[src/include/cct_defines.svh]
// Constants of the 16-bit capture/compare timer
//
// Functional notes
// [RULE1] Start is asynchronous to the count pulse; first match may lag one period.
// [RULE2] Software loads both capture/compare registers with nonzero values.
// [RULE3] First compare set below counter: counter wraps through zero before matching.
// [RULE4] Software restarts the timer after lowering the first compare value.
// [RULE5] Edge during second register read still captures and sets its flag.
// [RULE6] Software stops the timer before changing the valid-edge selection.
// [RULE7] Overflow flag sets on every roll from maximum to zero, clear mode included.
// [RULE8] Capture wins over a coinciding read; that read returns undefined data.
// [RULE9] Compare write in the match period may spoil that match.
// [RULE10] Software avoids writing a compare register near its expected match.
// [RULE11] Both capture/compare flags are raised even in remote-control use.
// [RULE12] Software masks the two capture/compare interrupts in remote-control use.
// [RULE13] Input high after reset is seen as rising edge at first enable.
// [RULE14] Filtered path: same false rising edge if enabled before filter settles.
// [RULE15] Filter samples at chosen rate, changes output after four equal samples.
// [RULE16] 16-bit up-counter on count clock, optional clear on first compare match.
`ifndef CCT_DEFINES_SVH
`define CCT_DEFINES_SVH

`define CCT_ADDR_W        8
`define CCT_OFF_CTRL      8'h00
`define CCT_OFF_PRM       8'h04
`define CCT_OFF_CMP0      8'h08
`define CCT_OFF_CMP1      8'h0C
`define CCT_OFF_CNT       8'h10
`define CCT_OFF_STAT      8'h14
`define CCT_OFF_MASK      8'h18

`define CCT_CTRL_CAP0     0
`define CCT_CTRL_CAP1     1
`define CCT_CTRL_MODE_LSB 2
`define CCT_CTRL_MODE_MSB 3
`define CCT_PRM_CLK_LSB   0
`define CCT_PRM_CLK_MSB   1
`define CCT_PRM_EDGE_LSB  4
`define CCT_PRM_EDGE_MSB  5
`define CCT_PRM_FILT      6

`define CCT_ST_FIRST      0
`define CCT_ST_SECOND     1
`define CCT_ST_OVF        2
`define CCT_MASK_RST      3'h7

`define CCT_CNT_ZERO      16'h0000
`define CCT_CNT_MAX       16'hFFFF
`define CCT_DIV_MASK0     8'h00
`define CCT_DIV_MASK1     8'h03
`define CCT_DIV_MASK2     8'h0F
`define CCT_DIV_MASK3     8'h3F

`define CCT_EDGE_FALL     2'h0
`define CCT_EDGE_RISE     2'h1
`define CCT_EDGE_NONE     2'h2
`define CCT_EDGE_BOTH     2'h3

`define CCT_RESP_OK       2'h0
`define CCT_RESP_SLVERR   2'h2
`define CCT_FILT_DEPTH    4

`endif

[src/include/cct_pkg.sv]
// Types of the 16-bit capture/compare timer
`include "cct_defines.svh"
package cct_pkg;

  typedef enum logic [1:0] {
    MODE_STOP  = 2'h0,
    MODE_FREE  = 2'h1,
    MODE_CLEAR = 2'h3,
    MODE_EVENT = 2'h2
  } cct_mode_t;

  typedef struct packed {
    logic                   sync0;
    logic                   sync1;
    cct_mode_t              mode;
    logic [1:0]             capEn;
    logic [1:0]             clkSel;
    logic [1:0]             edgeSel;
    logic                   filtSel;
    logic [7:0]             div;
    logic [15:0]            cnt;
    logic [15:0]            cmp0;
    logic [15:0]            cmp1;
    logic                   prevLvl;
    logic [2:0]             status;
    logic [2:0]             mask;
    logic                   awHeld;
    logic [`CCT_ADDR_W-1:0] awAddr;
    logic                   wHeld;
    logic [31:0]            wData;
    logic [3:0]             wStrb;
    logic                   bValid;
    logic [1:0]             bResp;
    logic                   rValid;
    logic [31:0]            rData;
    logic [1:0]             rResp;
  } cct_state_t;

endpackage : cct_pkg

[src/include/cct_filt_if.sv]
// Link between the timer core and its input noise filter
`timescale 1ns/1ps
interface cct_filt_if;
  logic sampleTick;
  logic pinLvl;
  logic filtLvl;

  modport core (output sampleTick, output pinLvl, input filtLvl);
  modport filt (input sampleTick, input pinLvl, output filtLvl);
endinterface : cct_filt_if

[src/hw/cct_noise_filter.sv]
// Sampling noise filter on the capture input
`timescale 1ns/1ps
`include "cct_defines.svh"
module cct_noise_filter #(
  parameter int DEPTH = `CCT_FILT_DEPTH
) (
  input wire logic sys_clk,
  input wire logic rstSyncN,
  cct_filt_if.filt fi
);

  typedef struct packed {
    logic [DEPTH-1:0] samp;
    logic             lvl;
  } cct_filt_state_t;

  cct_filt_state_t s;
  cct_filt_state_t next_s;

  // ----------------------------------------
  // Sampling
  // ----------------------------------------
  // Output starts low, so a high pin reads as a rising edge once it has settled
  always_comb begin
    next_s = s;
    if (fi.sampleTick) begin
      next_s.samp = {s.samp[DEPTH-2:0], fi.pinLvl}; // [RULE15]
      if (&next_s.samp) begin
        next_s.lvl = 1'b1; // [RULE15] [RULE14]
      end else if (~|next_s.samp) begin
        next_s.lvl = 1'b0; // [RULE15]
      end
    end
  end

  always_ff @(posedge sys_clk or negedge rstSyncN) begin
    if (!rstSyncN) begin
      s <= '0;
    end else begin
      s <= next_s;
    end
  end

  assign fi.filtLvl = s.lvl;

endmodule : cct_noise_filter

[src/hw/cct_timer16.sv]
// 16-bit capture/compare timer with AXI4-Lite registers
`timescale 1ns/1ps
`include "cct_defines.svh"
module cct_timer16 (
  input  wire logic                   sys_clk,
  input  wire logic                   reset_n,
  input  wire logic [`CCT_ADDR_W-1:0] s_axi_awaddr,
  input  wire logic [2:0]             s_axi_awprot,
  input  wire logic                   s_axi_awvalid,
  output wire logic                   s_axi_awready,
  input  wire logic [31:0]            s_axi_wdata,
  input  wire logic [3:0]             s_axi_wstrb,
  input  wire logic                   s_axi_wvalid,
  output wire logic                   s_axi_wready,
  output wire logic [1:0]             s_axi_bresp,
  output wire logic                   s_axi_bvalid,
  input  wire logic                   s_axi_bready,
  input  wire logic [`CCT_ADDR_W-1:0] s_axi_araddr,
  input  wire logic [2:0]             s_axi_arprot,
  input  wire logic                   s_axi_arvalid,
  output wire logic                   s_axi_arready,
  output wire logic [31:0]            s_axi_rdata,
  output wire logic [1:0]             s_axi_rresp,
  output wire logic                   s_axi_rvalid,
  input  wire logic                   s_axi_rready,
  input  wire logic                   capture_input_pin,
  output wire logic                   irq
);

  // ----------------------------------------
  // Reset release
  // ----------------------------------------
  logic [1:0] rstSync;
  logic       rstSyncN;

  always_ff @(posedge sys_clk or negedge reset_n) begin
    if (!reset_n) begin
      rstSync <= 2'h0;
    end else begin
      rstSync <= {rstSync[0], 1'b1};
    end
  end

  assign rstSyncN = rstSync[1];

  // ----------------------------------------
  // State
  // ----------------------------------------
  cct_pkg::cct_state_t s;
  cct_pkg::cct_state_t next_s;

  cct_filt_if fiLink ();

  cct_noise_filter #(
    .DEPTH(`CCT_FILT_DEPTH)
  ) uFilter (
    .sys_clk (sys_clk),
    .rstSyncN(rstSyncN),
    .fi      (fiLink.filt)
  );

  // ----------------------------------------
  // Helpers
  // ----------------------------------------
  logic        awFire;
  logic        wFire;
  logic        arFire;
  logic        wrGo;
  logic [31:0] oldWord;
  logic [31:0] newWord;
  logic        wrMapped;
  logic        wrCmp0;
  logic        wrCmp1;
  logic [7:0]  divMask;
  logic        tick;
  logic        running;
  logic        lvl;
  logic        rise;
  logic        fall;
  logic        validEdge;
  logic        inc;
  logic        match0;
  logic        match1;
  logic        cap0;
  logic        cap1;
  logic        rollover;
  logic [31:0] rdWord;
  logic        rdMapped;

  assign awFire = s_axi_awvalid && s_axi_awready;
  assign wFire  = s_axi_wvalid && s_axi_wready;
  assign arFire = s_axi_arvalid && s_axi_arready;
  assign wrGo   = s.awHeld && s.wHeld;

  function automatic logic [31:0] cct_merge(
    input logic [31:0] old,
    input logic [31:0] data,
    input logic [3:0]  strb
  );
    logic [31:0] res;
    res = old;
    for (int i = 0; i < 4; i++) begin
      if (strb[i]) begin
        res[i*8 +: 8] = data[i*8 +: 8];
      end
    end
    return res;
  endfunction : cct_merge

  // Register word as software sees it, for reads and for merging byte writes
  function automatic logic [32:0] cct_word(
    input cct_pkg::cct_state_t st,
    input logic [`CCT_ADDR_W-1:0] addr
  );
    logic [31:0] w;
    logic        hit;
    w   = 32'h0000_0000;
    hit = 1'b1;
    case (addr)
      `CCT_OFF_CTRL: begin
        w[`CCT_CTRL_CAP1:`CCT_CTRL_CAP0]         = st.capEn;
        w[`CCT_CTRL_MODE_MSB:`CCT_CTRL_MODE_LSB] = st.mode;
      end
      `CCT_OFF_PRM: begin
        w[`CCT_PRM_CLK_MSB:`CCT_PRM_CLK_LSB]   = st.clkSel;
        w[`CCT_PRM_EDGE_MSB:`CCT_PRM_EDGE_LSB] = st.edgeSel;
        w[`CCT_PRM_FILT]                       = st.filtSel;
      end
      `CCT_OFF_CMP0: w[15:0] = st.cmp0;
      `CCT_OFF_CMP1: w[15:0] = st.cmp1;
      `CCT_OFF_CNT:  w[15:0] = st.cnt;
      `CCT_OFF_STAT: w[2:0]  = st.status;
      `CCT_OFF_MASK: w[2:0]  = st.mask;
      default:       hit     = 1'b0;
    endcase
    return {hit, w};
  endfunction : cct_word

  assign {wrMapped, oldWord} = cct_word(s, s.awAddr);
  assign {rdMapped, rdWord}  = cct_word(s, s_axi_araddr);
  assign newWord = cct_merge(oldWord, s.wData, s.wStrb);
  assign wrCmp0  = wrGo && (s.awAddr == `CCT_OFF_CMP0);
  assign wrCmp1  = wrGo && (s.awAddr == `CCT_OFF_CMP1);

  // ----------------------------------------
  // Count clock and edges
  // ----------------------------------------
  always_comb begin
    case (s.clkSel)
      2'h0:    divMask = `CCT_DIV_MASK0;
      2'h1:    divMask = `CCT_DIV_MASK1;
      2'h2:    divMask = `CCT_DIV_MASK2;
      default: divMask = `CCT_DIV_MASK3;
    endcase
  end

  // Prescaler runs free, so a start lands anywhere inside a count period
  assign tick    = ((s.div & divMask) == 8'h00); // [RULE1]
  assign running = (s.mode != cct_pkg::MODE_STOP);

  // Previous level resets low: a pin already high looks like a rising edge
  assign lvl  = s.filtSel ? fiLink.filtLvl : s.sync1; // [RULE14]
  assign rise = lvl && !s.prevLvl; // [RULE13]
  assign fall = !lvl && s.prevLvl;

  always_comb begin
    case (s.edgeSel)
      `CCT_EDGE_FALL: validEdge = running && fall;
      `CCT_EDGE_RISE: validEdge = running && rise; // [RULE13]
      `CCT_EDGE_BOTH: validEdge = running && (rise || fall);
      default:        validEdge = 1'b0;
    endcase
  end

  assign inc = running && ((s.mode == cct_pkg::MODE_EVENT) ? validEdge : tick); // [RULE16]

  // Match is taken on the count pulse that leaves the compare value.
  // Equality only: a compare value below the counter waits for the wrap.
  // A compare write in the same cycle cancels that match.
  assign match0 = inc && !s.capEn[0] && (s.cnt == s.cmp0) && !wrCmp0; // [RULE3] [RULE9]
  assign match1 = inc && !s.capEn[1] && (s.cnt == s.cmp1) && !wrCmp1; // [RULE9]
  assign cap0   = validEdge && s.capEn[0];
  assign cap1   = validEdge && s.capEn[1];
  assign rollover = inc && (s.cnt == `CCT_CNT_MAX);

  assign fiLink.sampleTick = tick;
  assign fiLink.pinLvl     = s.sync1;

  // ----------------------------------------
  // Next state
  // ----------------------------------------
  always_comb begin
    next_s = s;

    // Pin synchroniser
    next_s.sync0 = capture_input_pin;
    next_s.sync1 = s.sync0;

    next_s.div = s.div + 8'h01;
    if (running) begin
      next_s.prevLvl = lvl;
    end

    // Register writes
    if (awFire) begin
      next_s.awHeld = 1'b1;
      next_s.awAddr = s_axi_awaddr;
    end
    if (wFire) begin
      next_s.wHeld = 1'b1;
      next_s.wData = s_axi_wdata;
      next_s.wStrb = s_axi_wstrb;
    end
    if (wrGo) begin
      next_s.awHeld = 1'b0;
      next_s.wHeld  = 1'b0;
      next_s.bValid = 1'b1;
      next_s.bResp  = wrMapped ? `CCT_RESP_OK : `CCT_RESP_SLVERR;
      case (s.awAddr)
        `CCT_OFF_CTRL: begin
          next_s.capEn = newWord[`CCT_CTRL_CAP1:`CCT_CTRL_CAP0];
          next_s.mode  = cct_pkg::cct_mode_t'(
            newWord[`CCT_CTRL_MODE_MSB:`CCT_CTRL_MODE_LSB]);
        end
        `CCT_OFF_PRM: begin
          next_s.clkSel  = newWord[`CCT_PRM_CLK_MSB:`CCT_PRM_CLK_LSB];
          next_s.edgeSel = newWord[`CCT_PRM_EDGE_MSB:`CCT_PRM_EDGE_LSB];
          next_s.filtSel = newWord[`CCT_PRM_FILT];
        end
        `CCT_OFF_CMP0: next_s.cmp0 = newWord[15:0];
        `CCT_OFF_CMP1: next_s.cmp1 = newWord[15:0];
        `CCT_OFF_STAT: next_s.status = s.status & ~newWord[2:0];
        `CCT_OFF_MASK: next_s.mask = newWord[2:0];
        default: begin
        end
      endcase
    end
    if (s.bValid && s_axi_bready) begin
      next_s.bValid = 1'b0;
    end

    // Register reads; a read that meets a capture gets the old word
    if (arFire) begin
      next_s.rValid = 1'b1;
      next_s.rData  = rdWord; // [RULE8]
      next_s.rResp  = rdMapped ? `CCT_RESP_OK : `CCT_RESP_SLVERR;
    end else if (s.rValid && s_axi_rready) begin
      next_s.rValid = 1'b0;
    end

    // Counter
    if (!running) begin
      next_s.cnt = `CCT_CNT_ZERO;
    end else if (inc) begin
      if (s.mode == cct_pkg::MODE_CLEAR && match0) begin
        next_s.cnt = `CCT_CNT_ZERO; // [RULE16]
      end else begin
        next_s.cnt = s.cnt + 16'h0001; // [RULE16] [RULE3]
      end
    end

    // Captures override a software write in the same cycle
    if (cap0) begin
      next_s.cmp0 = s.cnt; // [RULE8]
    end
    if (cap1) begin
      next_s.cmp1 = s.cnt; // [RULE5] [RULE8]
    end

    // Flags: a set beats a clear that lands in the same cycle.
    // Filter selection reaches these flags only through the pin edges it passes.
    if (match0 || cap0) begin
      next_s.status[`CCT_ST_FIRST] = 1'b1; // [RULE11]
    end
    if (match1 || cap1) begin
      next_s.status[`CCT_ST_SECOND] = 1'b1; // [RULE5] [RULE11]
    end
    if (rollover) begin
      next_s.status[`CCT_ST_OVF] = 1'b1; // [RULE7]
    end
  end

  // ----------------------------------------
  // Registers
  // ----------------------------------------
  always_ff @(posedge sys_clk or negedge rstSyncN) begin
    if (!rstSyncN) begin
      s      <= '0;
      s.mask <= `CCT_MASK_RST;
    end else begin
      s <= next_s;
    end
  end

  // ----------------------------------------
  // Outputs
  // ----------------------------------------
  assign s_axi_awready = !s.awHeld && !s.bValid;
  assign s_axi_wready  = !s.wHeld && !s.bValid;
  assign s_axi_bvalid  = s.bValid;
  assign s_axi_bresp   = s.bResp;
  assign s_axi_arready = !s.rValid;
  assign s_axi_rvalid  = s.rValid;
  assign s_axi_rdata   = s.rData;
  assign s_axi_rresp   = s.rResp;
  assign irq           = |(s.status & ~s.mask);

endmodule : cct_timer16

[config.mk]
export PLATFORM = sky130hd
export DESIGN_NAME = cct_timer16
export DESIGN_NICKNAME = d
export VERILOG_FILES = /design/src/include/cct_pkg.sv /design/src/include/cct_filt_if.sv /design/src/hw/cct_noise_filter.sv /design/src/hw/cct_timer16.sv
export VERILOG_INCLUDE_DIRS = /design/src /design/src/include
export SDC_FILE = /design/constraint.sdc
export NUM_CORES = 1
export LEC_CHECK = 0
export ABC_AREA = 1
export ABC_CLOCK_PERIOD_IN_PS = 4200
export BUFFER_PORTS_ARGS = -buffer_cell sky130_fd_sc_hd__buf_2
export CORE_MARGIN = 3
export CORE_UTILIZATION = 24
export DETAILED_ROUTE_END_ITERATION = 16
export PLACE_DENSITY = 0.46
export SYNTH_ARGS = -nofsm -noshare
export SYNTH_HDL_FRONTEND = slang
export SYNTH_SLANG_ARGS = --single-unit
[constraint.sdc]
create_clock -name sys_clk -period 4.2 [get_ports sys_clk]
set_clock_uncertainty 0.1 [all_clocks]
set_input_delay 0.84 -clock sys_clk [delete_from_list [all_inputs] [get_ports sys_clk]]
set_output_delay 0.84 -clock sys_clk [all_outputs]
set_load 0.005 [all_outputs]
==> metrics list, run 1 <==
- The worst hold path belongs to the class primary input to asynchronous set/reset pin.
- STA classifies the critical path endpoint as a flip-flop.
- The finished cells cover 0.00874 mm2.
- Final worst-path cycle share: 63.7%
- sky130_fd_sc_hd__nand2_1 is the most common cell in the netlist.
* Number of port buffers: 65
* Max Fanout on Critical Path: 16
- Overall overflow remaining after global route: 0
- Clock-pin slew was measured on the worst setup and hold paths at 0.07 ns.
* Post-cts repair resize count: 0
- Measured in cells, the most critical reg-to-reg path has a length of 11.
- Of the total power, the clock network draws between 40% and 50%.
- Including well taps, the total number of placed cells is 1451.
- The critical path goes through inv_1 > or2_2 > o21ai_0 > inv_1 > ha_1 > nand2_1 > nand3_1 > nand4_1 > a21oi_2 > nand2_1 > o21ai_2.
* Cts bufs inserted: 17
* CP Data Arrival Time: just under 3 ns
* Initial antenna violation count: 0
* Top-level I/O count: 108
* CTS H-Tree Depth: 4
- The analysis attributes to net switching a power of 1.30 mW.
- The clock drives roughly 130 sinks.
- In the final design database the tool counted roughly 1.1k nets.
- Entering global routing, the biggest net connects 66 pins.
* CTS Buffer Depth: 2
- Post-synthesis async set-or-reset flop share: 100%
* Drt via density: approximately 4.5
* Detailed placement HPWL: 17.8 mm
- After floorplanning, the core was sized to cover about 0.031 mm2.
* CP Buf/Inv Count: 2
- The first global-routing pass estimated roughly 38 mm of wire.
- IR drop worst, VDD: ~0.23 mV
- Most frequent cells after synthesis: sky130_fd_sc_hd__nand2_1, sky130_fd_sc_hd__dfrtp_1, sky130_fd_sc_hd__inv_1
- Final instance count without filler cells: approximately 1.5k
- Post-layout min period: between 2 and 3 ns
- Growth of design area from synthesis to finish: 13.5%
- Starting utilization of the core area: between 20% and 30%
- Measured along the y axis, the die boundary spans 185 um.
- Wires add up to between 20 and 25 mm.
- Filler cell count in the final layout: ~3.5k
* Cell class contributing the biggest share of worst-path delay: compound AO/OA/AOI/OAI gates
* Setup slack after layout: 1.52 ns
- Starting DRC count in detailed routing: between 400 and 500
* Fmax achieved: approximately 0.37 GHz
- The final-report hold violation count is 0.
- DP Area: a little over 0.008 mm2
- Number of remaining DRC errors: 0
* Final Total Pwr: ~3.7 mW
- Fraction of the yosys area taken by sequential cells: around 41%
- Netlist Area Pre-Place: 0.00770 mm2
- Post-Syn Area per Cell: approximately 7.4 um2
- The detail route stage leaves a number of antenna-violating nets equal to 0.
- The slowest stage of the critical path belongs to the cell sky130_fd_sc_hd__a21oi_2.
- Die Footprint: around 0.034 mm2
* Count of max-cap constraint violations: 0
* Buffer count from post-CTS setup fixing: 0
- Die extent in x: 185 um
- Global routing consumed, over all layers together, approximately 15% of the routing resources.
- Seq cells post-synth: between 100 and 150
- Cell area power density: around 420 mW/mm2
- Setup violations remaining at the end of the flow were counted as 0.
- Run status: complete, no violations
- For this block, the via count after detailed routing is slightly below 7k.
- Count of flip-flops with a built-in enable after synthesis: 0
- The final-report max-slew violation count is 0.
- The first detailed-routing pass took 5 iterations.
* Yosys Warn Count: 0
- Synth cell types: between 40 and 50
- Worst slew pin tran: ~0.97 ns
* Kind of start point of the critical path: flip-flop
- Average detailed-routed wire length per instance: approximately 16 um
- Part of the power in combinational logic: 19.7%
* Last weighted congestion value of the routability-driven placer: about 0.88
* Post-Place Worst Slack: approximately 1.5 ns
* Classification of the worst setup path: flip-flop to flip-flop
- TritonCTS built the clock tree.
- In the synthesized netlist the dominant register cell turns out to be sky130_fd_sc_hd__dfrtp_1.
- Internal cell power: 2.41 mW
* Setup repair after global routing missed its margin: false
* Core Rows: between 60 and 70
- Maximum cell stage delay along the critical path: about 0.73 ns
* Final TNS setup: 0 ns
- Antenna Diode Count: 0
- Leakage power total: around 4.2 nW
- The tree is rooted in a sky130_fd_sc_hd__clkbuf_16.
- Clock Latency Late Sink: 0.43 ns
- Post-CTS Hold Buffers: 0
* Dominant cell type by area after synthesis: sky130_fd_sc_hd__dfrtp_1
- Gate count after technology mapping: 1040
- Fraction of power spent switching nets: about a third
* Instance count on the critical path: 11
- By area the synthesized netlist is led by sky130_fd_sc_hd__dfrtp_1, sky130_fd_sc_hd__nand2_1, sky130_fd_sc_hd__inv_1, sky130_fd_sc_hd__nand3_1, sky130_fd_sc_hd__nor2_1.
- The worst pin sits at a relative slew slack of between 30% and 40%.
- Sequential power share: between 40% and 50%
- Fraction of layout instances using a drive strength above 1: about 16%
- Vias in the first global route: roughly 6.6k
- STA puts the critical path data required time at about 4.5 ns.
- Of the post-synthesis cell area, the dominant cell type holds 40.0%.
[state kept, by name (all words and copies together) (netlist names)]
register,count
fiLink.pinLvl,1
s_axi_rvalid,1
rstSync,2
s_axi_bresp,1
next_s,1
s_axi_rresp,1
s_axi_bvalid,1
uFilter.s,3
s_axi_rdata,16
uFilter.fi.filtLvl,1
s,98
[metrics by stage]
step / util [%] / hold WS [ns]
2_1_floorplan: - / 0.231
3_3_place_gp: 26.2 / 0.234
3_5_place_dp: 26.2 / 0.236
4_1_cts: 28.1 / 0.0593
5_1_grt: 28.1 / 0.0616
6_report: 28.1 / 0.0789
[per-layer routing]
metal / track usage [%] / up-vias / share of wire, %
met5: 0 / - / 0
met4: 4.26 / 0 / 1.7
met3: 2.38 / 28 / 4.6
met2: 21.7 / 184 / 43
met1: 21.7 / 3151 / 51
li1: - / 3377 / -
[worst register-to-register path: stages, from the launching register on]
cell,delay [ns]
sky130_fd_sc_hd__dfrtp_1,0.36
sky130_fd_sc_hd__inv_1,0.08
sky130_fd_sc_hd__or2_2,0.27
sky130_fd_sc_hd__o21ai_0,0.14
sky130_fd_sc_hd__inv_1,0.08
sky130_fd_sc_hd__ha_1,0.28
sky130_fd_sc_hd__nand2_1,0.05
sky130_fd_sc_hd__nand3_1,0.13
sky130_fd_sc_hd__nand4_1,0.14
sky130_fd_sc_hd__a21oi_2,0.73
sky130_fd_sc_hd__nand2_1,0.16
sky130_fd_sc_hd__o21ai_2,0.09
[power groups by stage]
stage / Combinational (mW) / Sequential [mW] / Clock (mW)
3_3_place_gp: 0.737 / 1.50 / 0
6_report: 0.731 / 1.48 / 1.50
4_1_cts: 0.747 / 1.49 / 1.54
3_5_place_dp: 0.743 / 1.51 / 0
5_1_grt: 0.837 / 1.51 / 1.59
2_1_floorplan: 0.541 / 1.48 / 0
[final timing paths]
path / slack [ns] / from / endpoint
worst max-delay path: 1.52 / s[147] / s[133]
worst min-delay path: 0.08 / reset_n / rstSync[1]
worst max register to register: 1.52 / s[147] / s[133]
worst min register to register: 0.25 / next_s[156] / fiLink.pinLvl
max in group asynchronous: 2.77 / rstSync[1] / s[86]
min in group sys_clk: 0.25 / next_s[156] / fiLink.pinLvl
[cells in the final DEF, fill, tap and decap left out, types with 4 or more instances in the layout]
master / n
sky130_fd_sc_hd__xor2_1: 15
sky130_fd_sc_hd__clkbuf_16: 17
sky130_fd_sc_hd__inv_1: 117
sky130_fd_sc_hd__nand2_1: 269
sky130_fd_sc_hd__buf_2: 65
sky130_fd_sc_hd__nand2_2: 11
sky130_fd_sc_hd__nor2_1: 91
sky130_fd_sc_hd__o21ai_2: 9
sky130_fd_sc_hd__conb_1: 19
sky130_fd_sc_hd__nor2_2: 6
sky130_fd_sc_hd__nand4_1: 13
sky130_fd_sc_hd__o21ai_1: 29
sky130_fd_sc_hd__o21ai_0: 66
sky130_fd_sc_hd__inv_2: 16
sky130_fd_sc_hd__ha_1: 4
sky130_fd_sc_hd__a21oi_1: 27
sky130_fd_sc_hd__nor2_4: 7
sky130_fd_sc_hd__buf_4: 4
sky130_fd_sc_hd__nand3_1: 83
sky130_fd_sc_hd__nor3_1: 6
sky130_fd_sc_hd__mux2_2: 8
sky130_fd_sc_hd__inv_8: 7
sky130_fd_sc_hd__o22ai_1: 35
sky130_fd_sc_hd__dfrtp_1: 122
[cell families after synthesis]
logic type | count (synthesis) | synth area share, %
buffers and inverters | 206 | 13.0
other | 2 | 0.0976
flip-flops | 126 | 41.0
AO/OA/AOI/OAI | 176 | 12.9
AND/OR/NAND/NOR | 501 | 29.3
XOR/XNOR | 17 | 1.93
adder cells (fa/ha/maj) | 4 | 0.650
multiplexers | 8 | 1.17
[final cells by class]
type / count / area (um2) / area share (%)
tap: 396 / 495 / 5.67
sequential: 126 / 3160 / 36.2
multi-input combinational: 725 / 3610 / 41.3
timing repair buffer: 70 / 375 / 4.30
clock buffer: 17 / 425 / 4.87
inverter: 134 / 505 / 5.79
clock inverter: 15 / 169 / 1.93
(Power assumes the default switching activity.)
==> run 2: changes to the inputs <==
--- a/config.mk
+++ b/config.mk
@@ -7,12 +7,12 @@
 export NUM_CORES = 1
 export LEC_CHECK = 0
 export ABC_AREA = 1
-export ABC_CLOCK_PERIOD_IN_PS = 4200
+export ABC_CLOCK_PERIOD_IN_PS = 2400
 export BUFFER_PORTS_ARGS = -buffer_cell sky130_fd_sc_hd__buf_2
 export CORE_MARGIN = 3
 export CORE_UTILIZATION = 24
 export DETAILED_ROUTE_END_ITERATION = 16
-export PLACE_DENSITY = 0.46
+export PLACE_DENSITY = 0.47
 export SYNTH_ARGS = -nofsm -noshare
 export SYNTH_HDL_FRONTEND = slang
 export SYNTH_SLANG_ARGS = --single-unit
==> constraint.sdc (replaced) <==
create_clock -name sys_clk -period 2.4 [get_ports sys_clk]
set_clock_uncertainty 0.1 [all_clocks]
set_input_delay 0.48 -clock sys_clk [delete_from_list [all_inputs] [get_ports sys_clk]]
set_output_delay 0.48 -clock sys_clk [all_outputs]
set_load 0.005 [all_outputs]
==> run 2 against run 1 <==
Global-route usage up 0.19 points. Wire length up 3.2%. Power rose by 76%. Via count rose by 3.8%. Worst hold slack worse by 0.060 ns. Largest cell class unchanged. Fmax is 19% higher. Critical path depth up 5. Die area unchanged. Sequential power increased by 73%. Final cell count rose by 2.8%. Non-clock buffer count grew 42. Largest power group unchanged. Clock-buffer cell count unchanged.
==> metrics list, run 2 (synthesis gave the netlist of run 1 again) <==
- Run status: complete, no violations (unchanged).
* Worst slew pin tran: 0.689 ns (was 0.965 ns)
* Maximum cell stage delay along the critical path: 0.38 ns (was 0.73 ns)
- The share of final-layout standard cells stronger than drive strength 1 is 19.8% (was 16.4%).
* Last weighted congestion value of the routability-driven placer: 0.919 (was 0.882)
- The critical path's slowest cell is sky130_fd_sc_hd__dfrtp_1 (was sky130_fd_sc_hd__a21oi_2).
- The number of cell rows is 64 (unchanged).
* Share of power burned in the clock network: 39.4% (was 40.3%)
- The final-report hold violation count was 0 (unchanged).
- The maximum vdd ir drop was 0.525 mV (was 0.233 mV).
- The core footprint is 0.0311 mm2 (unchanged).
- The number of setup violations in the final report came to 0 (unchanged).
* Most numerous cell on the critical path: sky130_fd_sc_hd__nand2_2
- The fmax was 0.443 GHz (was 0.374 GHz).
- Post-layout min period: 2.26 ns (was 2.68 ns)
- Growth of design area from synthesis to finish: 19.1% (was 13.5%)
* Global Route Usage Sum: 14.8% (was 14.6%)
- The non-filler instance count after layout was 1525 (was 1483).
- Final worst-path cycle share: 94.1% (was 63.7%)
* Antenna Diode Count: 0 (unchanged)
* Count of max-cap constraint violations: 0 (unchanged)
- CTS H-Tree Depth: 4 (unchanged)
- The final-report max-slew violation count is 0 (unchanged).
* Leakage power total: 4.41 nW (was 4.17 nW)
* Cell chain of the critical path: or2_2 > o21ai_2 > inv_2 > ha_4 > nand2_2 > nand3_2 > nand2_2 > nand2_4 > nor2_8 > buf_6 > inv_6 > clkbuf_16 > nand3_1 > o21ai_1 > inv_1 > nand2_1 (was inv_1 > or2_2 > o21ai_0 > inv_1 > ha_1 > nand2_1 > nand3_1 > nand4_1 > a21oi_2 > nand2_1 > o21ai_2)
- The number of global-route vias before repair is 6551 (was 6584).
- Max Fanout on Critical Path: 9 (was 16)
* Total length of routed wires: 25.1 mm (was 24.4 mm)
* Sequential power share: 39.2% (was 40.0%)
- Filler cell count in the final layout: 3387 (was 3456)
- Clock root buffer master: sky130_fd_sc_hd__clkbuf_16 (unchanged)
- The power density over cell area was 712 mW/mm2 (was 424 mW/mm2).
* CP Data Arrival Time: 2.47 ns (was 2.93 ns)
- CTS tree: yes (unchanged)
- Crit path required time: 2.62 ns (was 4.46 ns)
* CTS Buffer Depth: 2 (unchanged)
- Part of the power in combinational logic: 21.4% (was 19.7%)
- The full die area was 0.0343 mm2 (unchanged).
- The internal power of the cells came to 4.34 mW (was 2.41 mW).
- Starting DRC count in detailed routing: 603 (was 468)
- First-pass GRT wire length: 38.7 mm (was 38.5 mm)
- Clock Pin Slew Worst Setup and Hold Paths: 0.06 ns (was 0.07 ns)
- The path class of the lowest-slack min-delay path is flip-flop to asynchronous set/reset pin (was primary input to asynchronous set/reset pin).
- The final global-route overflow total came to 0 (unchanged).
* Number of placed instances with taps included: 1489 (was 1451)
- Post-Route Hold Slack: 0.0192 ns (was 0.0789 ns)
- Largest register FFs: 98 (unchanged)
- Remaining max-slew budget at the tightest pin: 54.1% (was 35.5%)
- Die extent in y: 185 um (unchanged)
- DRT antenna net count: 0 (unchanged)
* Largest reg by FF count: s (unchanged)
- The proportion of total power due to net switching was 33.4% (was 35.1%).
- Final nets: 1186 (was 1144)
- Drt pass-1 iters: 5 (unchanged)
* Die extent in x: 185 um (unchanged)
* Total via count in the routed design: 6997 (was 6740)
* Drt via density: 4.59 (was 4.54)
- The initial antenna violation count came to 0 (unchanged).
- The net switching power of the design came to 2.18 mW (was 1.30 mW).
- Detailed placement HPWL: 18.3 mm (was 17.8 mm)
* Number of port buffers: 65 (unchanged)
- Classification of the worst setup path: flip-flop to flip-flop (unchanged)
* Starting utilization of the core area: 24.8% (unchanged)
* Kind of end point of the critical path: flip-flop (unchanged)
- The pin count of the biggest net entering global routing was 121 (was 66).
- The leading cell type in the layout, fill and taps excluded is sky130_fd_sc_hd__nand2_1 (unchanged).
- Clock Latency Late Sink: 0.43 ns (about the same)
- Kind of start point of the critical path: flip-flop (unchanged)
* Cts bufs inserted: 17 (unchanged)
* Top-level I/O count: 108 (unchanged)
* Average detailed-routed wire length per instance: 16.5 um (was 16.4 um)
- Commonest cells after routing, fill and taps aside: sky130_fd_sc_hd__nand2_1, sky130_fd_sc_hd__dfrtp_1, sky130_fd_sc_hd__inv_1 (unchanged)
* Number of remaining DRC errors: 0 (unchanged)
* Number of clock sinks seen by CTS: 126 (unchanged)
-- run 2: worst paths after layout --
path / startpoint / to / slack (ns) / depth (start not counted)
max: uFilter.fi.filtLvl / s[114] / 0.14 / 16
min: rstSync[1] / s[39] / 0.02 / 0
max reg2reg: uFilter.fi.filtLvl / s[114] / 0.14 / 16
min reg2reg: rstSync[1] / s[39] / 0.02 / 0
max in group asynchronous: rstSync[1] / s[152] / 1.28 / 1
min in group sys_clk: capture_input_pin / next_s[156] / 0.06 / 1
-- run 2: power by group through the flow --
stage | registers [mW] | logic, mW | clock network (mW)
6_report | 2.56 | 1.39 | 2.57
5_1_grt | 2.60 | 1.57 | 2.73
4_1_cts | 2.56 | 1.40 | 2.63
3_5_place_dp | 2.60 | 1.39 | 0
3_3_place_gp | 2.60 | 1.38 | 0
2_1_floorplan | 2.58 | 0.946 | 0
-- run 2: timing repair --
action | 4_1_cts | 5_1_grt
endpoints found under the hold margin | 2 | 0
hold buffers | 1 | 0
buffers inserted | 0 | 1
endpoints found under the setup margin | 16 | 51
cloned | 0 | 2
pin swaps | 0 | 5
resized for setup | 1 | 11
-- run 2: worst max-delay path: cells and delay by family, from the launching register on --
kind                     cells  cell delay, ns
AND/OR/NAND/NOR              8            0.83
buffers and inverters        5            0.48
flip-flops                   1            0.38
adder cells (fa/ha/maj)      1            0.21
AO/OA/AOI/OAI                2            0.15
-- run 2: area by class of cell --
type / instances / area [um2] / share of cell area, %
clock buffer: 17 / 425 / 4.64
clock inverter: 15 / 149 / 1.63
tap: 396 / 495 / 5.41
timing repair buffer: 112 / 782 / 8.53
multi-input combinational: 725 / 3630 / 39.7
sequential: 126 / 3160 / 34.5
inverter: 134 / 515 / 5.63
-- run 2: per-stage QoR --
| stage | power [mW] | TNS [ns] | cell area, um2 | setup WS [ns] | util [%] |
|---|---|---|---|---|---|
| after floorplan | 3.53 | 0 | 7760 | 0.189 | - |
| after global placement | 3.97 | -1.81 | 8480 | -0.159 | 27.3 |
| after detailed placement | 3.99 | -2.17 | 8480 | -0.194 | 27.3 |
| after CTS | 6.59 | 0 | 9070 | 0.00384 | 29.2 |
| after global routing | 6.90 | -0.00149 | 9160 | -0.00149 | 29.5 |
| final | 6.52 | 0 | 9160 | 0.143 | 29.5 |
-- run 2: layer usage --
| layer | share of wire [%] | wire length (um) | track usage (%) |
|---|---|---|---|
| met5 | 0 | 0 | 0 |
| met4 | 1.6 | 409 | 3.69 |
| met3 | 5.9 | 1480 | 2.79 |
| met2 | 43 | 10800 | 22.2 |
| met1 | 49 | 12400 | 21.8 |
